<file path="src/design/dvs_ref_pkg.sv">
package dvs_ref_pkg;

   localparam int unsigned CLK_PERIOD_NS = 4;
   localparam int unsigned RAILS         = 4;

   // serial port identity and command offsets
   localparam logic [6:0] DEV_ADDR          = 7'h34;
   localparam logic [7:0] FAULT_STATUS_OFS  = 8'h02;
   localparam logic [7:0] PG_STATUS_OFS     = 8'h13;
   localparam logic [7:0] VCC_CONTROL_OFS   = 8'h20;
   localparam logic [7:0] ALERT_CLEAR_OFS   = 8'h21;
   localparam logic [7:0] BUCK1_FIRST_OFS   = 8'h23;
   localparam logic [7:0] BUCK1_SECOND_OFS  = 8'h24;
   localparam logic [7:0] RAMP_RATE_OFS     = 8'h25;
   localparam logic [7:0] BUCK2_FIRST_OFS   = 8'h26;
   localparam logic [7:0] BUCK2_SECOND_OFS  = 8'h27;
   localparam logic [7:0] BUCK3_FIRST_OFS   = 8'h29;
   localparam logic [7:0] BUCK3_SECOND_OFS  = 8'h2a;
   localparam logic [7:0] LDO2_FIRST_OFS    = 8'h32;
   localparam logic [7:0] LDO2_SECOND_OFS   = 8'h33;

   // reset values
   localparam logic [7:0] TARGET_RST        = 8'h19;
   localparam logic [7:0] RAMP_RATE_RST     = 8'hff;
   localparam logic [3:0] VCC_CONTROL_RST   = 4'h0;

   // field positions
   localparam int unsigned CODE_MSB         = 4;
   localparam int unsigned PG_MASK_BIT      = 5;
   localparam int unsigned FREQ_BIT         = 5;
   localparam int unsigned EDGE_MSB         = 7;
   localparam int unsigned EDGE_LSB         = 6;
   localparam int unsigned FAULT_LSB        = 3;

   // writable bits per target register, unused bits read zero
   localparam logic [7:0] BUCK1_FIRST_WMASK = 8'hff;
   localparam logic [7:0] BUCKX_FIRST_WMASK = 8'h3f;
   localparam logic [7:0] LDO2_FIRST_WMASK  = 8'hbf;
   localparam logic [7:0] SECOND_WMASK      = 8'hff;

   // reference step is 12.5 mV; time per step at each ramp setting
   localparam int unsigned STEP_NS_RATE0    = 14205;
   localparam int unsigned STEP_NS_RATE1    = 7143;
   localparam int unsigned STEP_NS_RATE2    = 3572;
   localparam int unsigned STEP_NS_RATE3    = 1786;
   localparam int unsigned STEP_CYC_RATE0   = (STEP_NS_RATE0 + CLK_PERIOD_NS - 1) / CLK_PERIOD_NS;
   localparam int unsigned STEP_CYC_RATE1   = (STEP_NS_RATE1 + CLK_PERIOD_NS - 1) / CLK_PERIOD_NS;
   localparam int unsigned STEP_CYC_RATE2   = (STEP_NS_RATE2 + CLK_PERIOD_NS - 1) / CLK_PERIOD_NS;
   localparam int unsigned STEP_CYC_RATE3   = (STEP_NS_RATE3 + CLK_PERIOD_NS - 1) / CLK_PERIOD_NS;

   typedef enum logic [3:0] {
      S_IDLE, S_ADDR, S_ADDR_ACK, S_SUB, S_SUB_ACK, S_WDATA, S_WACK, S_RDATA, S_RACK
   } bus_state_t;

   typedef struct packed {
      logic [7:0] first;
      logic [7:0] second;
   } target_pair_t;

   typedef logic [RAILS-1:0][4:0] rail_codes_t;

endpackage

</file>
<file path="src/design/dvs_reference_control.sv">
`timescale 1ns/1ps
module dvs_reference_control (
   input  wire logic                      core_clk_i,
   input  wire logic                      rst_n_i,
   input  wire logic                      scl_i,
   input  wire logic                      sda_i,
   output logic                           sda_o,
   output logic                           sda_oe_n_o,
   input  wire logic                      standby_select_pin_i,
   input  wire logic                      fault_event_i,
   input  wire logic [4:0]                fault_status_i,
   input  wire logic [7:0]                rail_good_i,
   input  wire logic                      power_ok_i,
   output logic                           alert_n_o,
   output logic                           power_good_out_o,
   output dvs_ref_pkg::rail_codes_t       ref_code_o,
   output logic [3:0]                     slewing_o,
   output logic [1:0]                     edge_rate_o,
   output logic [2:0]                     freq_sel_o
);

   typedef struct packed {
      dvs_ref_pkg::bus_state_t              state;
      logic                                 scl_q;
      logic                                 sda_q;
      logic [7:0]                           shift;
      logic [3:0]                           bit_cnt;
      logic                                 rw;
      logic                                 nack;
      logic [7:0]                           ptr;
      logic                                 sda_oe_n;
      logic                                 alert_n;
      logic                                 pg;
      logic                                 stb_q;
      logic [3:0]                           sel;
      logic [3:0]                           go;
      logic [7:0]                           ramp;
      dvs_ref_pkg::target_pair_t [3:0]      tgt;
      dvs_ref_pkg::rail_codes_t             cur;
      logic [3:0][11:0]                     step_cnt;
   } state_t;

   state_t r_reg;
   state_t r_next;

   function automatic state_t init_state();
      state_t s;
      s          = '0;
      s.state    = dvs_ref_pkg::S_IDLE;
      s.scl_q    = 1'b1;
      s.sda_q    = 1'b1;
      s.sda_oe_n = 1'b1;
      s.alert_n  = 1'b1;
      s.sel      = dvs_ref_pkg::VCC_CONTROL_RST;
      s.go       = dvs_ref_pkg::VCC_CONTROL_RST;
      s.ramp     = dvs_ref_pkg::RAMP_RATE_RST;
      for (int i = 0; i < 4; i++) begin
         s.tgt[i].first  = dvs_ref_pkg::TARGET_RST;
         s.tgt[i].second = dvs_ref_pkg::TARGET_RST;
         s.cur[i]        = dvs_ref_pkg::TARGET_RST[4:0];
      end
      return s;
   endfunction

   localparam state_t RESET_STATE = init_state();

   // rail order: 0 buck1, 1 buck2, 2 buck3, 3 ldo2
   function automatic logic [4:0] target_code(dvs_ref_pkg::target_pair_t p, logic sel);
      return sel ? p.second[dvs_ref_pkg::CODE_MSB:0] : p.first[dvs_ref_pkg::CODE_MSB:0];
   endfunction

   function automatic logic [11:0] step_cycles(logic [1:0] rate);
      unique case (rate)
         2'h0: return 12'(dvs_ref_pkg::STEP_CYC_RATE0);
         2'h1: return 12'(dvs_ref_pkg::STEP_CYC_RATE1);
         2'h2: return 12'(dvs_ref_pkg::STEP_CYC_RATE2);
         2'h3: return 12'(dvs_ref_pkg::STEP_CYC_RATE3);
      endcase
   endfunction

   function automatic logic [7:0] read_reg(state_t s, logic [4:0] fault, logic [7:0] good);
      logic [7:0] v;
      v = 8'h00;
      unique case (s.ptr)
         dvs_ref_pkg::FAULT_STATUS_OFS: v = {fault, 3'h0};
         dvs_ref_pkg::PG_STATUS_OFS:    v = good;
         dvs_ref_pkg::VCC_CONTROL_OFS:
            v = {s.sel[3], s.go[3], s.sel[2], s.go[2], s.sel[1], s.go[1], s.sel[0], s.go[0]};
         dvs_ref_pkg::RAMP_RATE_OFS:    v = s.ramp;
         dvs_ref_pkg::BUCK1_FIRST_OFS:  v = s.tgt[0].first;
         dvs_ref_pkg::BUCK1_SECOND_OFS: v = s.tgt[0].second;
         dvs_ref_pkg::BUCK2_FIRST_OFS:  v = s.tgt[1].first;
         dvs_ref_pkg::BUCK2_SECOND_OFS: v = s.tgt[1].second;
         dvs_ref_pkg::BUCK3_FIRST_OFS:  v = s.tgt[2].first;
         dvs_ref_pkg::BUCK3_SECOND_OFS: v = s.tgt[2].second;
         dvs_ref_pkg::LDO2_FIRST_OFS:   v = s.tgt[3].first;
         dvs_ref_pkg::LDO2_SECOND_OFS:  v = s.tgt[3].second;
         default:                       v = 8'h00;
      endcase
      return v;
   endfunction

   logic       scl_rise;
   logic       scl_fall;
   logic       bus_start;
   logic       bus_stop;
   logic [3:0] pg_force;

   assign scl_rise  = scl_i & ~r_reg.scl_q;
   assign scl_fall  = ~scl_i & r_reg.scl_q;
   assign bus_start = scl_i & r_reg.scl_q & r_reg.sda_q & ~sda_i;
   assign bus_stop  = scl_i & r_reg.scl_q & ~r_reg.sda_q & sda_i;

   always_comb begin
      logic [7:0] rd;
      logic [3:0] eff_sel;
      logic [3:0] go_set;
      logic [4:0] goal;
      rd       = 8'h00;
      go_set   = 4'h0;
      goal     = 5'h00;
      r_next   = r_reg;
      r_next.scl_q = scl_i;
      r_next.sda_q = sda_i;
      r_next.stb_q = standby_select_pin_i;
      eff_sel  = r_reg.sel | {4{standby_select_pin_i}};

      // standby edges retarget every rail
      if (standby_select_pin_i != r_reg.stb_q) begin
         go_set = 4'hf;
      end

      // reference slew engines
      for (int i = 0; i < 4; i++) begin
         goal = target_code(r_reg.tgt[i], eff_sel[i]);
         if (!r_reg.go[i]) begin
            r_next.step_cnt[i] = 12'h000;
         end else if (r_reg.cur[i] == goal) begin
            r_next.go[i]       = 1'b0;
            r_next.step_cnt[i] = 12'h000;
         end else if (r_reg.step_cnt[i] == step_cycles(r_reg.ramp[2*i+:2]) - 12'h001) begin
            r_next.step_cnt[i] = 12'h000;
            r_next.cur[i] = (r_reg.cur[i] < goal) ? r_reg.cur[i] + 5'h01 : r_reg.cur[i] - 5'h01;
         end else begin
            r_next.step_cnt[i] = r_reg.step_cnt[i] + 12'h001;
         end
      end

      // serial port slave
      if (bus_start) begin
         r_next.state    = dvs_ref_pkg::S_ADDR;
         r_next.bit_cnt  = 4'h0;
         r_next.sda_oe_n = 1'b1;
      end else if (bus_stop) begin
         r_next.state    = dvs_ref_pkg::S_IDLE;
         r_next.sda_oe_n = 1'b1;
      end else begin
         unique case (r_reg.state)
            dvs_ref_pkg::S_IDLE: begin
               r_next.sda_oe_n = 1'b1;
            end
            dvs_ref_pkg::S_ADDR, dvs_ref_pkg::S_SUB, dvs_ref_pkg::S_WDATA: begin
               if (scl_rise) begin
                  r_next.shift   = {r_reg.shift[6:0], sda_i};
                  r_next.bit_cnt = r_reg.bit_cnt + 4'h1;
               end else if (scl_fall && r_reg.bit_cnt == 4'h8) begin
                  r_next.sda_oe_n = 1'b0;
                  if (r_reg.state == dvs_ref_pkg::S_ADDR) begin
                     if (r_reg.shift[7:1] == dvs_ref_pkg::DEV_ADDR) begin
                        r_next.rw    = r_reg.shift[0];
                        r_next.state = dvs_ref_pkg::S_ADDR_ACK;
                     end else begin
                        r_next.sda_oe_n = 1'b1;
                        r_next.state    = dvs_ref_pkg::S_IDLE;
                     end
                  end else if (r_reg.state == dvs_ref_pkg::S_SUB) begin
                     r_next.ptr   = r_reg.shift;
                     r_next.state = dvs_ref_pkg::S_SUB_ACK;
                     if (r_reg.shift == dvs_ref_pkg::ALERT_CLEAR_OFS) begin
                        r_next.alert_n = 1'b1;
                     end
                  end else begin
                     r_next.state = dvs_ref_pkg::S_WACK;
                     unique case (r_reg.ptr)
                        dvs_ref_pkg::VCC_CONTROL_OFS: begin
                           r_next.sel = {r_reg.shift[7], r_reg.shift[5],
                                         r_reg.shift[3], r_reg.shift[1]};
                           go_set = go_set | {r_reg.shift[6], r_reg.shift[4],
                                              r_reg.shift[2], r_reg.shift[0]};
                        end
                        dvs_ref_pkg::RAMP_RATE_OFS:    r_next.ramp = r_reg.shift;
                        dvs_ref_pkg::BUCK1_FIRST_OFS:
                           r_next.tgt[0].first = r_reg.shift & dvs_ref_pkg::BUCK1_FIRST_WMASK;
                        dvs_ref_pkg::BUCK1_SECOND_OFS:
                           r_next.tgt[0].second = r_reg.shift & dvs_ref_pkg::SECOND_WMASK;
                        dvs_ref_pkg::BUCK2_FIRST_OFS:
                           r_next.tgt[1].first = r_reg.shift & dvs_ref_pkg::BUCKX_FIRST_WMASK;
                        dvs_ref_pkg::BUCK2_SECOND_OFS:
                           r_next.tgt[1].second = r_reg.shift & dvs_ref_pkg::SECOND_WMASK;
                        dvs_ref_pkg::BUCK3_FIRST_OFS:
                           r_next.tgt[2].first = r_reg.shift & dvs_ref_pkg::BUCKX_FIRST_WMASK;
                        dvs_ref_pkg::BUCK3_SECOND_OFS:
                           r_next.tgt[2].second = r_reg.shift & dvs_ref_pkg::SECOND_WMASK;
                        dvs_ref_pkg::LDO2_FIRST_OFS:
                           r_next.tgt[3].first = r_reg.shift & dvs_ref_pkg::LDO2_FIRST_WMASK;
                        dvs_ref_pkg::LDO2_SECOND_OFS:
                           r_next.tgt[3].second = r_reg.shift & dvs_ref_pkg::SECOND_WMASK;
                        default: ; // alert clear, status and holes keep nothing
                     endcase
                  end
               end
            end
            dvs_ref_pkg::S_ADDR_ACK: begin
               if (scl_fall) begin
                  r_next.bit_cnt = 4'h0;
                  if (r_reg.rw) begin
                     rd = read_reg(r_reg, fault_status_i, rail_good_i);
                     r_next.sda_oe_n = rd[7];
                     r_next.shift    = {rd[6:0], 1'b0};
                     r_next.bit_cnt  = 4'h1;
                     r_next.state    = dvs_ref_pkg::S_RDATA;
                  end else begin
                     r_next.sda_oe_n = 1'b1;
                     r_next.state    = dvs_ref_pkg::S_SUB;
                  end
               end
            end
            dvs_ref_pkg::S_SUB_ACK, dvs_ref_pkg::S_WACK: begin
               if (scl_fall) begin
                  r_next.sda_oe_n = 1'b1;
                  r_next.bit_cnt  = 4'h0;
                  r_next.state    = dvs_ref_pkg::S_WDATA;
               end
            end
            dvs_ref_pkg::S_RDATA: begin
               if (scl_fall) begin
                  if (r_reg.bit_cnt == 4'h8) begin
                     r_next.sda_oe_n = 1'b1;
                     r_next.state    = dvs_ref_pkg::S_RACK;
                  end else begin
                     r_next.sda_oe_n = r_reg.shift[7];
                     r_next.shift    = {r_reg.shift[6:0], 1'b0};
                     r_next.bit_cnt  = r_reg.bit_cnt + 4'h1;
                  end
               end
            end
            dvs_ref_pkg::S_RACK: begin
               if (scl_rise) begin
                  r_next.nack = sda_i;
               end else if (scl_fall) begin
                  if (r_reg.nack) begin
                     r_next.state = dvs_ref_pkg::S_IDLE;
                  end else begin
                     rd = read_reg(r_reg, fault_status_i, rail_good_i);
                     r_next.sda_oe_n = rd[7];
                     r_next.shift    = {rd[6:0], 1'b0};
                     r_next.bit_cnt  = 4'h1;
                     r_next.state    = dvs_ref_pkg::S_RDATA;
                  end
               end
            end
            default: begin
               r_next.state    = dvs_ref_pkg::S_IDLE;
               r_next.sda_oe_n = 1'b1;
            end
         endcase
      end

      // a write of go wins over the engine's own clear
      r_next.go = r_next.go | go_set;

      // a new fault wins over a clear in the same cycle
      if (fault_event_i) begin
         r_next.alert_n = 1'b0;
      end

      for (int i = 0; i < 4; i++) begin
         pg_force[i] = r_next.go[i] & ~r_reg.tgt[i].first[dvs_ref_pkg::PG_MASK_BIT];
      end
      r_next.pg = power_ok_i & ~|pg_force;
   end

   always_ff @(posedge core_clk_i or negedge rst_n_i) begin
      if (!rst_n_i) begin
         r_reg <= RESET_STATE;
      end else begin
         r_reg <= r_next;
      end
   end

   assign sda_o            = 1'b0;
   assign sda_oe_n_o       = r_reg.sda_oe_n;
   assign alert_n_o        = r_reg.alert_n;
   assign power_good_out_o = r_reg.pg;
   assign ref_code_o       = r_reg.cur;
   assign slewing_o        = r_reg.go;
   assign edge_rate_o      = r_reg.tgt[0].first[dvs_ref_pkg::EDGE_MSB:dvs_ref_pkg::EDGE_LSB];
   assign freq_sel_o       = {r_reg.tgt[2].second[dvs_ref_pkg::FREQ_BIT],
                              r_reg.tgt[1].second[dvs_ref_pkg::FREQ_BIT],
                              r_reg.tgt[0].second[dvs_ref_pkg::FREQ_BIT]};
endmodule

</file>
<file path="config.mk">
export PLATFORM = sky130hd
export DESIGN_NAME = dvs_reference_control
export DESIGN_NICKNAME = d
export VERILOG_FILES = /design/src/design/dvs_ref_pkg.sv /design/src/design/dvs_reference_control.sv
export SDC_FILE = /design/constraint.sdc
export NUM_CORES = 1
export LEC_CHECK = 0
export BUFFER_PORTS_ARGS = -buffer_cell sky130_fd_sc_hd__clkbuf_2
export CORE_ASPECT_RATIO = 0.75
export CORE_UTILIZATION = 55
export DETAILED_ROUTE_END_ITERATION = 8
export PLACE_DENSITY_LB_ADDON = 0.08
export SLEW_MARGIN = 20
export SYNTH_ARGS = -nofsm -noshare
export SYNTH_HDL_FRONTEND = slang
export SYNTH_SLANG_ARGS = --single-unit
</file>
<file path="constraint.sdc">
create_clock -name core_clk_i -period 8.6 [get_ports core_clk_i]
set_input_delay 0.86 -clock core_clk_i [delete_from_list [all_inputs] [get_ports core_clk_i]]
set_output_delay 0.86 -clock core_clk_i [all_outputs]
set_load 0.05 [all_outputs]
</file>
-- Yosys cells after proc, flatten, opt, wreduce, memory -nomap -nowiden
Cells that the tools add are included.
- add/sub/neg operators: 17
- order comparisons: 4
- equal/unequal tests: 75
- muxes and demuxes: 111
- bitwise logic cells: 32
- reductions and logical operators: 38
- operators with widths (cell ; number):
    two-way mux 12 bit ; 28
    case mux 12 bit (4 select lines) ; 4
    case mux 8 bit (12 select lines) ; 1
    AND reduction 8 bit ; 12
    equality test 8 x 6 -> 1 bit, second input constant ; 11
    two-way mux 4 bit ; 22
    adder 12 x 1 -> 12 bit, second input constant ; 4
    equality test 12 bit ; 4
    subtractor 12 x 1 -> 12 bit, second input constant ; 4
    two-way mux 5 bit ; 8
    inequality test 4 bit, second input constant ; 9
    two-way mux 1 bit ; 34
    case mux 8 bit (4 select lines) ; 1
    inequality test 3 bit, second input constant ; 9
    inequality test 2 bit, second input constant ; 13
    two-way mux 8 bit ; 3
    case mux 4 bit (6 select lines) ; 1
    adder 5 x 1 -> 5 bit, second input constant ; 4
    equality test 5 bit ; 4
    < comparator 5 bit ; 4
    two-way mux 10 bit ; 2
    case mux 4 bit (5 select lines) ; 1
    subtractor 5 x 1 -> 5 bit, second input constant ; 4
    inverter 1 bit ; 17
    other kinds (33) ; 73
- bits in registers: 175
- bits of input ports: 20
- output and inout port bits: 33
- word-level logic and storage cells: 308

-- Longest topological paths before layout
- depth in word-level cells: 16
- gate-level depth with buffers: 15
- mapped depth without buffers: 14

-- Least setup slack after synthesis
Ideal clock, no wire load.
- kind: input to register
- from: input port standby_select_pin_i
- to: register r_reg, in the netlist ref_code_o[19]
- library setup time: 0.075 ns
- arrival: 3.494 ns
- data required time: 8.525 ns
- path slack: 5.031 ns
- stages: 15
- path buffers: 1
- path through: clkbuf_1 > nor2_1 > mux2_2 > ha_1 > inv_1 > a21oi_1 > o21ai_0 > inv_1 > fa_1 > inv_1 > a21o_1 > a21oi_1 > xor2_1 > nor2_1 > xor2_1
- cells in the longest elaborated chain, start to end: 5
- elaborated cells on any way between the ends: 7
- classes of those cells: order compare: 1; eq/ne: 1; mux: 2; bitwise: 2; reduce/logical: 1
- ends and longest elaborated chain (item ; RTL line ; RTL):
    start, declared ; dvs_reference_control.sv:9 ; input wire logic standby_select_pin_i,
    bitwise OR 4 bit (*) ; dvs_reference_control.sv:126 ; eff_sel = r_reg.sel | {4{standby_select_pin_i}};
    two-way mux 5 bit (*) ; dvs_reference_control.sv:69 ; return sel ? p.second[dvs_ref_pkg::CODE_MSB:0] : p.first[dvs_ref_pkg::CODE_MSB:0];
    parallel branches: the longest is 3 deep, another holds < comparator 5 bit ; - ;
    end signal, assigned ; dvs_reference_control.sv:287 ; r_reg <= r_next;
    end, declared ; dvs_reference_control.sv:43 ; state_t r_reg;
Every way passes the cells marked *.
A chain may end at the register's enable or synchronous reset.

-- Worst setup path after layout
Ends and elaborated chain as after synthesis.

==> impl_metrics.json <==
{
  "synth_nets": 1148,
  "cts_sinks": 175,
  "slowest_delay_ns": 0.53,
  "drt-pass1-iter-count": 5,
  "die_h_um": 123,
  "cp_num_buf_inv": 4,
  "ctsHoldBuffers": 0,
  "cts-resized-gates": 0,
  "arrival_ns": 3.94,
  "grt_pass1_vias": 7510,
  "outcome": "complete, no violations",
  "synth_seq_cells": 175,
  "path_cells": "clkbuf_2 > nor2_1 > mux2_2 > ha_1 > inv_1 > a21oi_1 > o21ai_0 > inv_1 > fa_1 > inv_1 > a21o_1 > a21oi_1 > xor2_1 > nor2_1 > xor2_1",
  "root_buffer": "clkbuf_16",
  "regArea_um2": 4440,
  "grt_setup_unrepaired": "false",
  "required_ns": 8.97,
  "synth_edf_count": 0,
  "synth-compound-area-share_pct": 11.3,
  "largest_reg_flops": 143,
  "clockBufferDepth": 2,
  "r2r-start": "r_reg[147]",
  "critPathLaunch": "standby_select_pin_i",
  "synthXorXnorAreaFrac_pct": 5.95,
  "pre_cts_ws_ns": 4.55,
  "timing.slew.headroom_pct": 26.8,
  "critPathKind": "input port to register",
  "drive_gt1_share_pct": 22.2,
  "htreeDepth": 4,
  "final_cell_mix": "dfrtp_1 (127), mux2_2 (93), nor2_1 (83)",
  "synthAdderAreaFrac_pct": 7.04,
  "finalClockSkew_ns": 0.0120,
  "yosysSeqAreaShare_pct": 41.3,
  "power.total_mw": 2.09,
  "grt_max_degree": 103,
  "core-area_um2": 18800,
  "netlist_area_um2": 10700,
  "routedWlPerCell_um": 18.9,
  "gp_congestion": 0.932,
  "drt-initial-drc-count": 730,
  "ios": 53,
  "ys_async_sr_fraction_pct": 100,
  "diodes": 0,
  "clk_pin_slew_ns": 0.07,
  "slowest_stage": "o21ai_0",
  "post-cts-setup-buffers": 0,
  "r2r_slack_ns": 5.30,
  "synth_flop_cell": "dfrtp_1",
  "cp_top_family": "compound AO/OA/AOI/OAI gates",
  "cts_made_buffers": 17,
  "overflow": 0,
  "min_period_over_period_pct": 41.6,
  "p_leak_nw": 5.18,
  "crit_fanout": 6,
  "setup.worst_path.end_class": "register",
  "dp_hpwl_um": 17800,
  "p_per_area_nw_per_um2": 182,
  "synth_mux_area_share_pct": 12.4,
  "num_vias": 7880,
  "synthSimpleGateAreaFrac_pct": 16.8,
  "final_common_cell": "dfrtp_1",
  "ir_worst_vdd_mv": 0.113,
  "drc": 0,
  "wirelength_um": 25100,
  "grt.total_usage_pct": 26.6,
  "startpoint_type": "input port",
  "dieArea_um2": 20100,
  "io_buffers": 51,
  "start_util_pct": 57.2,
  "multi_input_area_um2": 5750,
  "min_path_type": "register to register",
  "min_period_ns": 3.58,
  "drv_slew": 0,
  "clkLatencyLatePin_ns": 0.44,
  "cts_tree": "done",
  "synth_top_family_by_area": "simple AND/OR/NAND/NOR gates",
  "max_freq_ghz": 0.280,
  "area_delta_synth_final_pct": 7.21,
  "grt_pass1_wl_um": 41000,
  "timing.critical_path.mode_cell": "inv_1",
  "drv_cap": 0,
  "antenna_found_initial": 0,
  "setup_tns_ns": 0,
  "hold_violations": 0,
  "worst_pin_slew_ns": 1.10,
  "final_nets": 1147,
  "setup_ws_ns": 5.02,
  "setup_viol": 0,
  "ys_warn_count": 0,
  "fillers": 1594,
  "netlist_instances": 1070,
  "avgViaCountPerCell": 5.93,
  "rows": 43,
  "antenna_left": 0,
  "worstHoldStart": "r_reg[124]",
  "synth_area_per_cell_um2": 10.0,
  "synth_cell_type_count": 69,
  "die_x_um": 163
}
kinds of logic after synthesis:
family	count (synthesis)
xor gates and xnor gates	73
other	1
DFF	175
AOI/OAI and AO/OA	190
buffers and inverters	110
adders and majority gates	58
muxes	121
and+or+nand+nor	342
worst register-to-register path: stages, from the launching register on:
cell     delay, ns
dfrtp_1       0.40
nor2_1        0.39
mux2_2        0.42
ha_1          0.18
inv_1         0.05
a21oi_1       0.05
o21ai_0       0.53
inv_1         0.12
fa_1          0.42
inv_1         0.07
a21o_1        0.10
a21oi_1       0.07
xor2_1        0.15
nor2_1        0.14
xor2_1        0.16
Yosys cell counts (5+ instances only):
| cell | number | area, µm² |
|---|---|---|
| nor2b_1 | 15 | 93.8 |
| a22oi_1 | 17 | 128 |
| dfrtp_1 | 127 | 3180 |
| buf_2 | 17 | 85.1 |
| inv_1 | 37 | 139 |
| a21o_1 | 14 | 105 |
| mux2_2 | 93 | 1050 |
| nand2b_1 | 17 | 106 |
| o22ai_1 | 6 | 37.5 |
| xnor2_1 | 37 | 324 |
| nor3b_1 | 7 | 52.6 |
| dfstp_2 | 48 | 1260 |
| nor2_1 | 83 | 312 |
| o21ai_0 | 52 | 260 |
| and3_1 | 20 | 125 |
| a31oi_1 | 9 | 56.3 |
| and3b_1 | 6 | 52.6 |
| nand3b_1 | 9 | 67.6 |
| o31ai_1 | 5 | 37.5 |
| clkbuf_1 | 25 | 93.8 |
| nor4_1 | 5 | 31.3 |
| xor2_1 | 36 | 315 |
| nor3_1 | 11 | 55.1 |
| and2_1 | 6 | 37.5 |
| a21oi_1 | 42 | 210 |
| nand2_1 | 75 | 282 |
| mux2i_1 | 26 | 260 |
| buf_4 | 30 | 225 |
| ha_1 | 54 | 676 |
| nand4_1 | 6 | 37.5 |
| nand3_1 | 52 | 260 |
worst paths after layout:
kind	to	cells after the start
setup reg to reg	ref_code_o[19]	14
max in group asynchronous	r_reg[122]	2
min in group asynchronous	r_reg[4]	1
setup / recovery	ref_code_o[19]	15
hold reg to reg	r_reg[124]	2
hold / removal	r_reg[124]	2
metal layers:
layer / up-vias / track usage, % / wire (µm)
li1: 3776 / - / -
met1: 3863 / 39.9 / 12500
met2: 218 / 38.6 / 10800
met3: 23 / 5.60 / 1540
met4: 0 / 7.30 / 303
met5: - / 0 / 0
area by class of cell:
class	count	area share, %
clock buffer	21	4.17
multi-input combinational	785	50.0
inverter	37	1.21
sequential	175	38.6
timing repair buffer	53	2.40
tap	247	2.68
clock inverter	11	1.01
power by group:
part	switching, mW	total, mW	internal [mW]
Combinational	0.138	0.254	0.116
Sequential	0.157	1.05	0.896
Clock	0.347	0.785	0.438
metrics by stage:
stage                     util, %  cell area, µm²  cells  hold WS, ns
after floorplan                 -           10700   1070        0.465
after global placement       58.1           10900   1297        0.482
after detailed placement     58.1           10900   1297        0.487
after CTS                    61.3           11500   1329        0.497
after global routing         61.3           11500   1329        0.516
final                        61.3           11500   1329        0.498
Power figures use the tool's default switching activity.
